===== config.mk =====
export PLATFORM = sky130hd
export DESIGN_NAME = sfc_fifo_ctl
export DESIGN_NICKNAME = d
export VERILOG_FILES = /design/src/verilog/sfc_pkg.sv /design/src/verilog/sfc_buf2.sv /design/src/verilog/sfc_store.sv /design/src/verilog/sfc_fifo_ctl.sv
export SDC_FILE = /design/constraint.sdc
export NUM_CORES = 2
export LEC_CHECK = 0
export BUFFER_PORTS_ARGS = -buffer_cell sky130_fd_sc_hd__buf_2
export CORE_UTILIZATION = 35
export DETAILED_ROUTE_END_ITERATION = 12
export GPL_ROUTABILITY_DRIVEN = 1
export REMOVE_ABC_BUFFERS = 1
export SETUP_SLACK_MARGIN = 0.1
export SLEW_MARGIN = 20
export SYNTH_ARGS = -nofsm -noshare
export SYNTH_HDL_FRONTEND = slang
export SYNTH_HIERARCHICAL = 1
export SYNTH_SLANG_ARGS = --single-unit

===== constraint.sdc =====
create_clock -name clk_sys_i -period 5.15 [get_ports clk_sys_i]
set_clock_uncertainty 0.1 [all_clocks]
set_input_delay 0.7725 -clock clk_sys_i [delete_from_list [all_inputs] [get_ports clk_sys_i]]
set_output_delay 0.7725 -clock clk_sys_i [all_outputs]
set_load 0.05 [all_outputs]

===== src/verilog/sfc_pkg.sv =====
// Shared constants, types and decode helpers of the sample FIFO control block
package sfc_pkg;

  // Register indices; byte address is four times the index
  localparam logic [7:0] IDX_STATUS    = 8'h00;
  localparam logic [7:0] IDX_COUNT_HI  = 8'h06;
  localparam logic [7:0] IDX_COUNT_LO  = 8'h07;
  localparam logic [7:0] IDX_READ_PORT = 8'h08;
  localparam logic [7:0] IDX_THRESHOLD = 8'h09;
  localparam logic [7:0] IDX_QUEUE_CTL = 8'h0a;

  // Status field positions
  localparam int STAT_DATA_RDY  = 0;
  localparam int STAT_FRAME_RDY = 1;
  localparam int STAT_A_FULL    = 2;

  // Queue control field positions
  localparam int CTL_OVERWRITE = 1;
  localparam int CTL_AF_TYPE   = 2;
  localparam int CTL_RCF       = 3;
  localparam int CTL_FLUSH     = 4;

  // Reset values
  localparam logic [7:0] THRESHOLD_RST = 8'h7f;
  localparam logic       RCF_RST       = 1'b1;
  localparam logic       AF_TYPE_RST   = 1'b0;
  localparam logic       OVERWRITE_RST = 1'b0;

  // Sizes, limits and bus response codes
  localparam int         DEPTH        = 256;
  localparam logic [6:0] LOST_MAX     = 7'h7f;
  localparam logic [1:0] RESP_OKAY    = 2'h0;
  localparam logic [1:0] RESP_SLVERR  = 2'h2;

  // Queue control settings held by software
  typedef struct packed {
    logic rcf;
    logic af_type;
    logic overwrite;
  } sfc_ctl_t;

  // Sample entering the queue
  typedef struct packed {
    logic [7:0] data;
  } sfc_samp_t;

  // Byte address to register index; low two and upper two address bits must be zero
  function automatic logic [8:0] sfc_idx(input logic [11:0] addr);
    sfc_idx = (addr[1:0] == 2'h0 && addr[11:10] == 2'h0) ?
              {1'b1, addr[9:2]} : 9'h000;
  endfunction : sfc_idx

endpackage : sfc_pkg


===== src/verilog/sfc_buf2.sv =====
// Two-entry valid/ready buffer in front of the sample queue
`timescale 1ns/100ps
module sfc_buf2 #(
  parameter int W = 8
) (
  // Clock and reset
  input  wire logic         clk_sys_i,
  input  wire logic         nrst_i,
  // Filling side
  input  wire logic         in_valid_i,
  input  wire logic [W-1:0] in_data_i,
  output logic              in_ready_o,
  // Draining side
  output logic              out_valid_o,
  output logic [W-1:0]      out_data_o,
  input  wire logic         out_ready_i
);

  logic [W-1:0] slot_q [2];
  logic         rd_q;
  logic         wr_q;
  logic [1:0]   used_q;
  logic         push;
  logic         pop;

  // Handshakes
  assign in_ready_o  = (used_q != 2'd2);
  assign out_valid_o = (used_q != 2'd0);
  assign out_data_o  = slot_q[rd_q];
  assign push        = in_valid_i && in_ready_o;
  assign pop         = out_valid_o && out_ready_i;

  // Storage slots, written in turn
  always_ff @(posedge clk_sys_i or negedge nrst_i) begin
    if (!nrst_i) begin
      slot_q[0] <= '0;
      slot_q[1] <= '0;
      wr_q      <= 1'b0;
    end else if (push) begin
      slot_q[wr_q] <= in_data_i;
      wr_q         <= ~wr_q;
    end
  end

  // Read side and occupancy
  always_ff @(posedge clk_sys_i or negedge nrst_i) begin
    if (!nrst_i) begin
      rd_q   <= 1'b0;
      used_q <= 2'd0;
    end else begin
      if (pop) rd_q <= ~rd_q;
      if (push && !pop) used_q <= used_q + 2'd1;
      else if (pop && !push) used_q <= used_q - 2'd1;
    end
  end

endmodule : sfc_buf2


===== src/verilog/sfc_store.sv =====
// Flip-flop sample storage addressed by read and write index
`timescale 1ns/100ps
module sfc_store #(
  parameter int W  = 8,
  parameter int AW = 8
) (
  // Clock and reset
  input  wire logic          clk_sys_i,
  input  wire logic          nrst_i,
  // Write port
  input  wire logic          we_i,
  input  wire logic [AW-1:0] waddr_i,
  input  wire logic [W-1:0]  wdata_i,
  // Read port
  input  wire logic [AW-1:0] raddr_i,
  output logic [W-1:0]       rdata_o
);

  logic [W-1:0] mem_q [2**AW];

  // One cell per entry; the write enable is decoded per cell
  for (genvar i = 0; i < 2**AW; i++) begin : g_cell
    always_ff @(posedge clk_sys_i or negedge nrst_i) begin
      if (!nrst_i) mem_q[i] <= '0;
      else if (we_i && waddr_i == AW'(i)) mem_q[i] <= wdata_i;
    end
  end

  assign rdata_o = mem_q[raddr_i];

endmodule : sfc_store


===== src/verilog/sfc_fifo_ctl.sv =====
// Sample FIFO control and status with an AXI4-Lite register slave
//
// Contract
// - 9-bit fill count: up on push, down on read
// - Low count byte readable, read-only
// - Full queue loses new or old sample
// - 7-bit lost counter, saturating, read-only
// - Read port pops next stored byte
// - Threshold is free space for almost-full
// - Flush bit clears indices, count, self-clears
// - Read-clears-flags 0: only status read clears
// - Read-clears-flags 1: data or status read clears
// - Repeat mode: almost-full reasserts every sample
// - Once mode: almost-full only on fresh condition
// - Overwrite advances both indices; else drop, hold
`timescale 1ns/100ps
module sfc_fifo_ctl #(
  parameter int DEPTH_LOG2 = 8
) (
  // Clock and reset
  input  wire logic              clk_sys_i,
  input  wire logic              nrst_i,
  // Sample stream from the sequencer
  input  wire logic              samp_valid_i,
  input  wire sfc_pkg::sfc_samp_t samp_i,
  output logic                   samp_ready_o,
  // Frame completion event
  input  wire logic              frame_done_i,
  // Flag levels
  output logic                   a_full_o,
  output logic                   frame_rdy_o,
  output logic                   data_rdy_o,
  // AXI4-Lite write address
  input  wire logic              s_axi_awvalid,
  output logic                   s_axi_awready,
  input  wire logic [11:0]       s_axi_awaddr,
  // AXI4-Lite write data
  input  wire logic              s_axi_wvalid,
  output logic                   s_axi_wready,
  input  wire logic [31:0]       s_axi_wdata,
  input  wire logic [3:0]        s_axi_wstrb,
  // AXI4-Lite write response
  output logic                   s_axi_bvalid,
  input  wire logic              s_axi_bready,
  output logic [1:0]             s_axi_bresp,
  // AXI4-Lite read address
  input  wire logic              s_axi_arvalid,
  output logic                   s_axi_arready,
  input  wire logic [11:0]       s_axi_araddr,
  // AXI4-Lite read data
  output logic                   s_axi_rvalid,
  input  wire logic              s_axi_rready,
  output logic [31:0]            s_axi_rdata,
  output logic [1:0]             s_axi_rresp
);

  localparam int CW = DEPTH_LOG2 + 1;
  localparam logic [CW-1:0] FULL_CNT = CW'(sfc_pkg::DEPTH);

  // Index names one of the mapped registers; shared by both bus directions
  function automatic logic is_mapped(input logic [8:0] dec);
    case (dec)
      {1'b1, sfc_pkg::IDX_STATUS},
      {1'b1, sfc_pkg::IDX_COUNT_HI},
      {1'b1, sfc_pkg::IDX_COUNT_LO},
      {1'b1, sfc_pkg::IDX_READ_PORT},
      {1'b1, sfc_pkg::IDX_THRESHOLD},
      {1'b1, sfc_pkg::IDX_QUEUE_CTL}: is_mapped = 1'b1;
      default:                        is_mapped = 1'b0;
    endcase
  endfunction : is_mapped

  // Queue state
  logic [DEPTH_LOG2-1:0] write_index_q;
  logic [DEPTH_LOG2-1:0] read_index_q;
  logic [CW-1:0]         count_q;
  logic [6:0]            lost_sample_count_q;
  logic [7:0]            threshold_q;
  sfc_pkg::sfc_ctl_t     ctl_q;
  logic                  a_full_q;
  logic                  frame_rdy_q;
  logic                  data_rdy_q;
  logic                  af_seen_q;

  // Bus channel state
  logic                  aw_held_q;
  logic [11:0]           aw_addr_q;
  logic                  w_held_q;
  logic [31:0]           w_data_q;
  logic [3:0]            w_strb_q;
  logic                  bvalid_q;
  logic [1:0]            bresp_q;
  logic                  rvalid_q;
  logic [31:0]           rdata_q;
  logic [1:0]            rresp_q;

  // Internal strobes
  logic                  bv_valid;
  sfc_pkg::sfc_samp_t    bv_data;
  logic                  bv_ready;
  logic                  take_sample;
  logic                  full;
  logic                  do_write;
  logic                  rd_take;
  logic [8:0]            wr_dec;
  logic [8:0]            rd_dec;
  logic                  flush;
  logic                  pop;
  logic                  stat_read;
  logic                  clear_flags;
  logic                  stores;
  logic                  advance_rd;
  logic [CW-1:0]         count_after;
  logic                  af_now;
  logic [7:0]            store_rdata;

  // Input buffer; a stall here pushes back on the sequencer
  sfc_buf2 #(
    .W ($bits(sfc_pkg::sfc_samp_t))
  ) u_buf (
    .clk_sys_i   (clk_sys_i),
    .nrst_i      (nrst_i),
    .in_valid_i  (samp_valid_i),
    .in_data_i   (samp_i),
    .in_ready_o  (samp_ready_o),
    .out_valid_o (bv_valid),
    .out_data_o  (bv_data),
    .out_ready_i (bv_ready)
  );

  // Sample storage
  sfc_store #(
    .W  (8),
    .AW (DEPTH_LOG2)
  ) u_store (
    .clk_sys_i (clk_sys_i),
    .nrst_i    (nrst_i),
    .we_i      (stores),
    .waddr_i   (write_index_q),
    .wdata_i   (bv_data.data),
    .raddr_i   (read_index_q),
    .rdata_o   (store_rdata)
  );

  // Register write: both halves held, response slot free
  assign do_write = aw_held_q && w_held_q && !bvalid_q;
  assign wr_dec   = sfc_pkg::sfc_idx(aw_addr_q);
  assign flush    = do_write && wr_dec == {1'b1, sfc_pkg::IDX_QUEUE_CTL}
                    && w_strb_q[0] && w_data_q[sfc_pkg::CTL_FLUSH];

  // Register read accepted this cycle
  assign rd_take   = s_axi_arvalid && s_axi_arready;
  assign rd_dec    = sfc_pkg::sfc_idx(s_axi_araddr);
  assign pop       = rd_take && rd_dec == {1'b1, sfc_pkg::IDX_READ_PORT}
                     && count_q != '0;
  assign stat_read = rd_take && rd_dec == {1'b1, sfc_pkg::IDX_STATUS};

  // Flag clearing depends on the read-clears-flags setting
  assign clear_flags = stat_read
                       || (ctl_q.rcf && rd_take
                           && rd_dec == {1'b1, sfc_pkg::IDX_READ_PORT});

  // Drain stalls on pop or flush so the count never sees two moves at once
  assign bv_ready    = !pop && !flush;
  assign take_sample = bv_valid && bv_ready;
  assign full        = (count_q == FULL_CNT);
  assign stores      = take_sample && (!full || ctl_q.overwrite);
  assign advance_rd  = take_sample && full && ctl_q.overwrite;

  // Count after this cycle's push or pop, for the threshold check
  // A pop is judged at its new level, so once mode sees a drain below threshold
  always_comb begin
    count_after = count_q;
    if (pop) count_after = count_q - CW'(1);
    else if (take_sample && !full) count_after = count_q + CW'(1);
  end

  // Almost full when free space is at or below the threshold
  assign af_now = (10'(count_after) + 10'(threshold_q)) >= 10'(sfc_pkg::DEPTH);

  // Write index
  always_ff @(posedge clk_sys_i or negedge nrst_i) begin
    if (!nrst_i) write_index_q <= '0;
    else if (flush) write_index_q <= '0;
    else if (stores) write_index_q <= write_index_q + DEPTH_LOG2'(1);
  end

  // Read index
  always_ff @(posedge clk_sys_i or negedge nrst_i) begin
    if (!nrst_i) read_index_q <= '0;
    else if (flush) read_index_q <= '0;
    else if (pop || advance_rd) read_index_q <= read_index_q + DEPTH_LOG2'(1);
  end

  // Fill count; an overwrite keeps it at full
  always_ff @(posedge clk_sys_i or negedge nrst_i) begin
    if (!nrst_i) count_q <= '0;
    else if (flush) count_q <= '0;
    else if (pop) count_q <= count_q - CW'(1);
    else if (take_sample && !full) count_q <= count_q + CW'(1);
  end

  // Lost samples saturate rather than wrap; flush leaves the tally alone
  always_ff @(posedge clk_sys_i or negedge nrst_i) begin
    if (!nrst_i) lost_sample_count_q <= '0;
    else if (take_sample && full && lost_sample_count_q != sfc_pkg::LOST_MAX)
      lost_sample_count_q <= lost_sample_count_q + 7'h01;
  end

  // Threshold and queue control settings
  always_ff @(posedge clk_sys_i or negedge nrst_i) begin
    if (!nrst_i) begin
      threshold_q     <= sfc_pkg::THRESHOLD_RST;
      ctl_q.rcf       <= sfc_pkg::RCF_RST;
      ctl_q.af_type   <= sfc_pkg::AF_TYPE_RST;
      ctl_q.overwrite <= sfc_pkg::OVERWRITE_RST;
    end else if (do_write && w_strb_q[0]) begin
      if (wr_dec == {1'b1, sfc_pkg::IDX_THRESHOLD}) threshold_q <= w_data_q[7:0];
      if (wr_dec == {1'b1, sfc_pkg::IDX_QUEUE_CTL}) begin
        ctl_q.rcf       <= w_data_q[sfc_pkg::CTL_RCF];
        ctl_q.af_type   <= w_data_q[sfc_pkg::CTL_AF_TYPE];
        ctl_q.overwrite <= w_data_q[sfc_pkg::CTL_OVERWRITE];
      end
    end
  end

  // Condition seen at the last push or pop, so once mode can spot a fresh one
  always_ff @(posedge clk_sys_i or negedge nrst_i) begin
    if (!nrst_i) af_seen_q <= 1'b0;
    else if (flush) af_seen_q <= 1'b0;
    else if (take_sample || pop) af_seen_q <= af_now;
  end

  // Almost-full flag; a set in the clearing cycle wins
  always_ff @(posedge clk_sys_i or negedge nrst_i) begin
    if (!nrst_i) a_full_q <= 1'b0;
    else if (take_sample && af_now && (!ctl_q.af_type || !af_seen_q))
      a_full_q <= 1'b1;
    else if (clear_flags) a_full_q <= 1'b0;
  end

  // Frame-ready flag
  always_ff @(posedge clk_sys_i or negedge nrst_i) begin
    if (!nrst_i) frame_rdy_q <= 1'b0;
    else if (frame_done_i) frame_rdy_q <= 1'b1;
    else if (clear_flags) frame_rdy_q <= 1'b0;
  end

  // Data-ready flag, set by every stored sample
  always_ff @(posedge clk_sys_i or negedge nrst_i) begin
    if (!nrst_i) data_rdy_q <= 1'b0;
    else if (stores) data_rdy_q <= 1'b1;
    else if (clear_flags) data_rdy_q <= 1'b0;
  end

  assign a_full_o    = a_full_q;
  assign frame_rdy_o = frame_rdy_q;
  assign data_rdy_o  = data_rdy_q;

  // Write address channel: held until the write is done
  always_ff @(posedge clk_sys_i or negedge nrst_i) begin
    if (!nrst_i) begin
      aw_held_q <= 1'b0;
      aw_addr_q <= '0;
    end else if (s_axi_awvalid && s_axi_awready) begin
      aw_held_q <= 1'b1;
      aw_addr_q <= s_axi_awaddr;
    end else if (do_write) begin
      aw_held_q <= 1'b0;
    end
  end

  // Write data channel, taken independently of the address
  always_ff @(posedge clk_sys_i or negedge nrst_i) begin
    if (!nrst_i) begin
      w_held_q <= 1'b0;
      w_data_q <= '0;
      w_strb_q <= '0;
    end else if (s_axi_wvalid && s_axi_wready) begin
      w_held_q <= 1'b1;
      w_data_q <= s_axi_wdata;
      w_strb_q <= s_axi_wstrb;
    end else if (do_write) begin
      w_held_q <= 1'b0;
    end
  end

  assign s_axi_awready = !aw_held_q;
  assign s_axi_wready  = !w_held_q;

  // Write response; read-only writes ignored with OKAY, unmapped refused
  always_ff @(posedge clk_sys_i or negedge nrst_i) begin
    if (!nrst_i) begin
      bvalid_q <= 1'b0;
      bresp_q  <= sfc_pkg::RESP_OKAY;
    end else if (do_write) begin
      bvalid_q <= 1'b1;
      bresp_q  <= is_mapped(wr_dec) ? sfc_pkg::RESP_OKAY : sfc_pkg::RESP_SLVERR;
    end else if (s_axi_bready) begin
      bvalid_q <= 1'b0;
    end
  end

  assign s_axi_bvalid = bvalid_q;
  assign s_axi_bresp  = bresp_q;

  // Read channel: one read at a time, data registered at acceptance
  assign s_axi_arready = !rvalid_q;

  always_ff @(posedge clk_sys_i or negedge nrst_i) begin
    if (!nrst_i) begin
      rvalid_q <= 1'b0;
      rdata_q  <= '0;
      rresp_q  <= sfc_pkg::RESP_OKAY;
    end else if (rd_take) begin
      rvalid_q <= 1'b1;
      rresp_q  <= is_mapped(rd_dec) ? sfc_pkg::RESP_OKAY : sfc_pkg::RESP_SLVERR;
      rdata_q  <= '0;
      case (rd_dec)
        {1'b1, sfc_pkg::IDX_STATUS}:
          rdata_q[2:0] <= {a_full_q, frame_rdy_q, data_rdy_q};
        {1'b1, sfc_pkg::IDX_COUNT_HI}:
          rdata_q[7:0] <= {count_q[CW-1], lost_sample_count_q};
        {1'b1, sfc_pkg::IDX_COUNT_LO}:
          rdata_q[7:0] <= count_q[7:0];
        {1'b1, sfc_pkg::IDX_READ_PORT}:
          rdata_q[7:0] <= (count_q != '0) ? store_rdata : 8'h00;
        {1'b1, sfc_pkg::IDX_THRESHOLD}:
          rdata_q[7:0] <= threshold_q;
        {1'b1, sfc_pkg::IDX_QUEUE_CTL}:
          rdata_q[4:1] <= {1'b0, ctl_q.rcf, ctl_q.af_type, ctl_q.overwrite};
        default:
          rdata_q <= '0;                                                      // Unmapped reads zero
      endcase
    end else if (s_axi_rready) begin
      rvalid_q <= 1'b0;
    end
  end

  assign s_axi_rvalid = rvalid_q;
  assign s_axi_rdata  = rdata_q;
  assign s_axi_rresp  = rresp_q;

endmodule : sfc_fifo_ctl


# == Word level (Yosys, flattened, before mapping) ==
# Cells that the tools add are included.
# totals
ff_bits,2152
output_inout_bits,45
word_cells,938
# op_classes
n_addsub,8
magnitude_cmp,5
eq_ne,270
n_mux,44
bitwise,5
n_reduce_logical,323
# op_table
cell,n
"8-bit equality test, second input constant",128
"8-bit by 7-bit equality test with 1-bit output, second input constant",64
1-bit logical AND,285
"8-bit by 6-bit equality test with 1-bit output, second input constant",32
"8-bit by 5-bit equality test with 1-bit output, second input constant",16
"9-bit equality test, second input constant",13
8-bit 2-to-1 mux,11
8-bit binary-select mux with 8-bit select,1
"8-bit by 4-bit equality test with 1-bit output, second input constant",8
9-bit 2-to-1 mux,5
"8-bit by 3-bit equality test with 1-bit output, second input constant",4
2-bit nonzero test,12
1-bit 2-to-1 mux,17
"8-bit by 1-bit adder with 8-bit output, second input constant",2
16-bit bitwise mux,1
"8-bit by 2-bit equality test with 1-bit output, second input constant",2
2-bit one-hot mux with 6 select lines,1
3-bit one-hot mux with 4 select lines,1
6-bit OR reduction,2
1-bit zero test,11
9-bit by 8-bit adder with 10-bit output,1
"10-bit by 9-bit greater-or-equal comparator with 1-bit output, second input constant",1
2-bit one-hot mux with 5 select lines,1
"9-bit by 1-bit adder with 9-bit output, second input constant",1
other kinds (21),35

# == Logic depth before layout (Yosys ltp) ==
# logic_depth
ltp_word,18
depth_mapped,16
depth_no_buf,15

# == Hierarchy ==
# The synthesis kept the hierarchy.
# by_module_without_submodules
module,n_inst,cells_per_inst,area_each_um2
sfc_store,1,5980,93357.0
sfc_fifo_ctl,1,462,4663.2
sfc_buf2,1,60,969.7

# == Worst setup path before layout ==
# Ideal clock, no wire load.
# synth_timing
kind,register to register
startpoint,reg count_q[0]
endpoint,reg u_store/mem_q[1112] in the netlist's numbering
arrival_time_ps,3482
slack_ps,1444
path_stages_with_launch,15
n_path_buf,2
synth_period_minus_slack_ps,3706
cell_sequence,dfrtp_1 inv_1 ha_1 nor3b_1 and3_1 o22ai_1 or3_1 clkbuf_2 inv_1 inv_1 nor2_1 nand2_1 clkbuf_1 nor2_1 mux2_2
# synth_between
elab_chain_len,7
word_cells_on_any_way,10
# synth_rtl
element,line,text
from (decl),sfc_fifo_ctl.sv:76,logic [CW-1:0] count_q;
from (signal assigned),sfc_fifo_ctl.sv:199,else if (pop) count_q <= count_q - CW'(1);
from (signal assigned),sfc_fifo_ctl.sv:200,else if (take_sample && !full) count_q <= count_q + CW'(1);
9-bit nonzero test,sfc_fifo_ctl.sv:155,&& count_q != '0;
1-bit logical AND,sfc_fifo_ctl.sv:155,
1-bit zero test,sfc_fifo_ctl.sv:164,assign bv_ready = !pop && !flush;
1-bit logical AND,sfc_fifo_ctl.sv:164,
1-bit logical AND,sfc_fifo_ctl.sv:165,assign take_sample = bv_valid && bv_ready;
1-bit logical AND *,sfc_fifo_ctl.sv:167,assign stores = take_sample && (!full || ctl_q.overwrite);
via stores,sfc_fifo_ctl.sv:111,logic stores;
1-bit logical AND *,sfc_store.sv:25,else if (we_i && waddr_i == AW'(i)) mem_q[i] <= wdata_i;
"to (signal, indexed assignment)",sfc_store.sv:25,
to (decl),sfc_store.sv:19,logic [W-1:0] mem_q [2**AW];
# Mark *: on every way through the listed nets, which the timed path passes. The rest lies on a longest branch.
# A chain may end at the register's enable or synchronous reset.

# == Final worst setup path ==
# layout_timing
startpoint,reg count_q[0]
endpoint,reg u_store/mem_q[602] in the netlist's numbering
# The elaborated chain is that of the path after synthesis.

==> flow_summary_export.csv <==
group,metric,value,unit
outcome,status,"complete, no violations",
worst_setup_path,crit_type,"register to register",
sta,setup_violations,0,
pwr,p_int,32.5,mW
final_layout,design_area,0.113,mm²
pwr,p_seq_frac,0.415,
logic_synthesis,syn_avg_cell_area,15.2,µm²
die,row_count,194,
global_routing,antenna_found_initial,1,
global_routing,grt_start_max_net_pins,154,
worst_setup_path,cp.required,5.79,ns
detailed_routing,drtIter0Drc,4611,
cts,clockBufferDepth,4,
detailed_routing,vias_per_cell,5.49,
pwr,leakage,54.2,nW
sta,slew_headroom,0.207,
final_layout,areaGrowthSynthToFinish,14.0,%
pwr,switchingPower,15.2,mW
global_routing,grt_pass1_vias,61400,
pwr,power.share.clock,0.361,
logic_synthesis,ys_types,84,
cts,clk_pin_slew,0.07,ns
die,die_x,534,µm
final_layout,layout_common_cells,"2136 x dfrtp_1, 2089 x mux2_2, 478 x mux4_2",
detailed_routing,firstDrtPassIters,7,
logic_synthesis,ys_seq_elements,2150,
logic_synthesis,yosysWarnings,6,
detailed_routing,routed-via-count,58100,
pwr,p_comb_frac,0.225,
logic_synthesis,synth_xor_area_frac,0.00186,
cts,clkSinkCount,2150,
worst_setup_path,cp_max_fo,8,
pwr,swShare,0.319,
cts,cts-root-buf,"clkbuf_16",
job,cap_viol_max_count,0,
global_routing,grtUsageTotal,0.190,
die,initial_core_util,0.353,
logic_synthesis,muxShareOfSynthArea,0.366,
logic_synthesis,synth_cells,6502,
pwr,ir_drop,0.00100,V
sta,post-route-period-util,0.929,
die,core-area,0.280,mm²
pwr,powerDensity,423,mW/mm²
logic_synthesis,synth_fa_ha_area_frac,0.00174,
sta,min_period,4.79,ns
cts,h-tree-depth,4,
sta,slew_violations,0,
logic_synthesis,synth.top_cell.area_share,0.541,
cts,worstSkewPairLatency,0.90,ns
global_routing,overflow,0,
die,io_pins,122,
placed_design,place_ws,0.459,ns
logic_synthesis,ys_top_cells_by_area,"dfrtp_1 54%, mux2_2 24%, mux4_2 11%, mux2i_1 1.5%, clkbuf_1 1.2%",
final_layout,final_common_cell,"dfrtp_1",
logic_synthesis,synth-async-reset-ratio,1.00,
placed_design,post_dp_cell_area,0.105,mm²
logic_synthesis,synth_top_cell_by_area,"dfrtp_1",
final_layout,fillers,25500,
die,die_area,0.285,mm²
logic_synthesis,ys.flop_type,"dfrtp_1",
sta,setup_ws,0.364,ns
detailed_routing,wire_per_inst,25.6,µm
logic_synthesis,synth_simple_gate_area_frac,0.0310,
pwr,finalPower,47.7,mW
placed_design,dpl.hpwl,174000,µm
cts,post_cts_resized,0,
worst_setup_path,critPathLaunchType,"register",
sta,hold_viol,0,
logic_synthesis,synth_compound_area_frac,0.0289,
sta,max_freq,209,MHz
final_layout,final_util,0.403,
logic_synthesis,ys_seq_area_frac,0.544,
logic_synthesis,synth_top_family_by_area,"multiplexers",
worst_setup_path,cp.arrival,5.43,ns
sta,max_slew.worst_pin.slew,1.18,ns
detailed_routing,remaining_drc_errors,0,
cts,cts-hold-fix-buffers,15,
cts,post-cts-setup-buffer-count,0,
final_layout,layout-drive-gt1-share,0.499,
global_routing,grt_first_pass_wirelength,412000,µm
placed_design,numPortBuffers,68,
sta,rsz0062_at_grt,"no",
cts,cts_inserted_buffers,224,
worst_setup_path,r2r_slack,0.36,ns
worst_setup_path,end_kind,"register",
worst_hold_path,min_path_type,"input pin to register",
final_layout,num-nets-final,6781,
logic_synthesis,synthesis.area,0.0990,mm²
die,die_y,534,µm
detailed_routing,final_antenna_net_count,0,
placed_design,gp_congestion,0.889,
logic_synthesis,synth_edf_count,0,
cts,cts_tree,"yes",
detailed_routing,wirelength,271000,µm
-- metrics by stage --
| stage | cells | hold WS, ns | TNS, ns |
|---|---|---|---|
| 4_1_cts | 10600 | 0.000140 | 0 |
| 3_5_place_dp | 10200 | 0.373 | 0 |
| 2_1_floorplan | 6032 | 0.354 | -274.73 |
| 5_1_grt | 10600 | 0.0229 | 0 |
| 6_report | 10600 | 0.0581 | 0 |
| 3_3_place_gp | 10200 | 0.366 | 0 |
-- power by group through the flow --
stage	clock, mW	combinational, mW	sequential (mW)
final	17.2	10.7	19.8
after floorplan	0	5.70	19.8
after detailed placement	0	10.6	20.1
after CTS	17.6	10.7	19.8
after global routing	18.2	11.4	20.0
after global placement	0	10.3	19.9
-- flip-flops by register name (all words and copies together), names as in the netlist, 2 cells and up --
register and flops:
aw_addr_q 12, u_buf/used_q 2, u_buf/slot_q 16, count_q 9, write_index_q 8, read_index_q 8, ctl_q 3, threshold_q 8
u_store/mem_q 2048, lost_sample_count_q 7, w_data_q 8, s_axi_rdata 8
-- worst max-delay path, stage by stage (launching register included) --
cell     delay [ns]
dfrtp_1        0.50
inv_1          0.16
ha_1           0.24
nor3b_1        0.31
and3_1         0.28
o22ai_1        0.17
or3_1          0.47
inv_1          0.29
inv_1          0.16
nor2_1         0.32
nand2_1        0.12
buf_4          0.27
nor2_1         0.80
mux2_2         0.42
-- Yosys cell counts, types with 39 or more instances --
master    number
o21ai_0       53
clkbuf_1     326
buf_6         40
a22oi_1       54
dfrtp_1     2142
mux2_2      2097
nor2_1       262
a21oi_1       73
o221ai_1      46
nand2_1      175
a221oi_1      39
buf_2         59
mux4_2       478
mux2i_1      145
-- kinds of logic (layout without fill, tap and decap cells) --
logic type	Yosys count	in the layout
other	1	28
AND/OR/NAND/NOR	654	654
flip-flops	2150	2150
AO/OA/AOI/OAI	403	403
multiplexers	2741	2741
buffers and inverters	518	857
XOR/XNOR	21	21
adder cells (fa/ha/maj)	14	14
-- cell type report --
class,count,area (µm²),share of cell area
inverter,23,86.3,0.000765
sequential,2150,53800,0.477
timing repair buffer,433,3760,0.0333
multi-input combinational,3859,42700,0.379
clock buffer,319,6580,0.0583
tap,3724,4660,0.0413
clock inverter,82,1230,0.0109
antenna,2,5.00,0.0000443
-- per-layer routing --
metal	global-route usage	share of wire
met5	0	0
met4	0.0584	0.032
met3	0.0325	0.053
met2	0.301	0.47
met1	0.268	0.45
-- path summary, 6_finish.rpt --
kind / from / endpoint / depth (start not counted)
max: count_q[0] / u_store/mem_q[602] / 13
min: s_axi_awvalid / aw_held_q / 3
max reg2reg: count_q[0] / u_store/mem_q[602] / 13
min reg2reg: s_axi_rdata[5] / s_axi_rdata[5] / 2
max in group asynchronous: nrst_i / u_store/mem_q[1722] / 4
min in group asynchronous: nrst_i / u_store/mem_q[1588] / 2
Power figures use the tool's default switching activity.
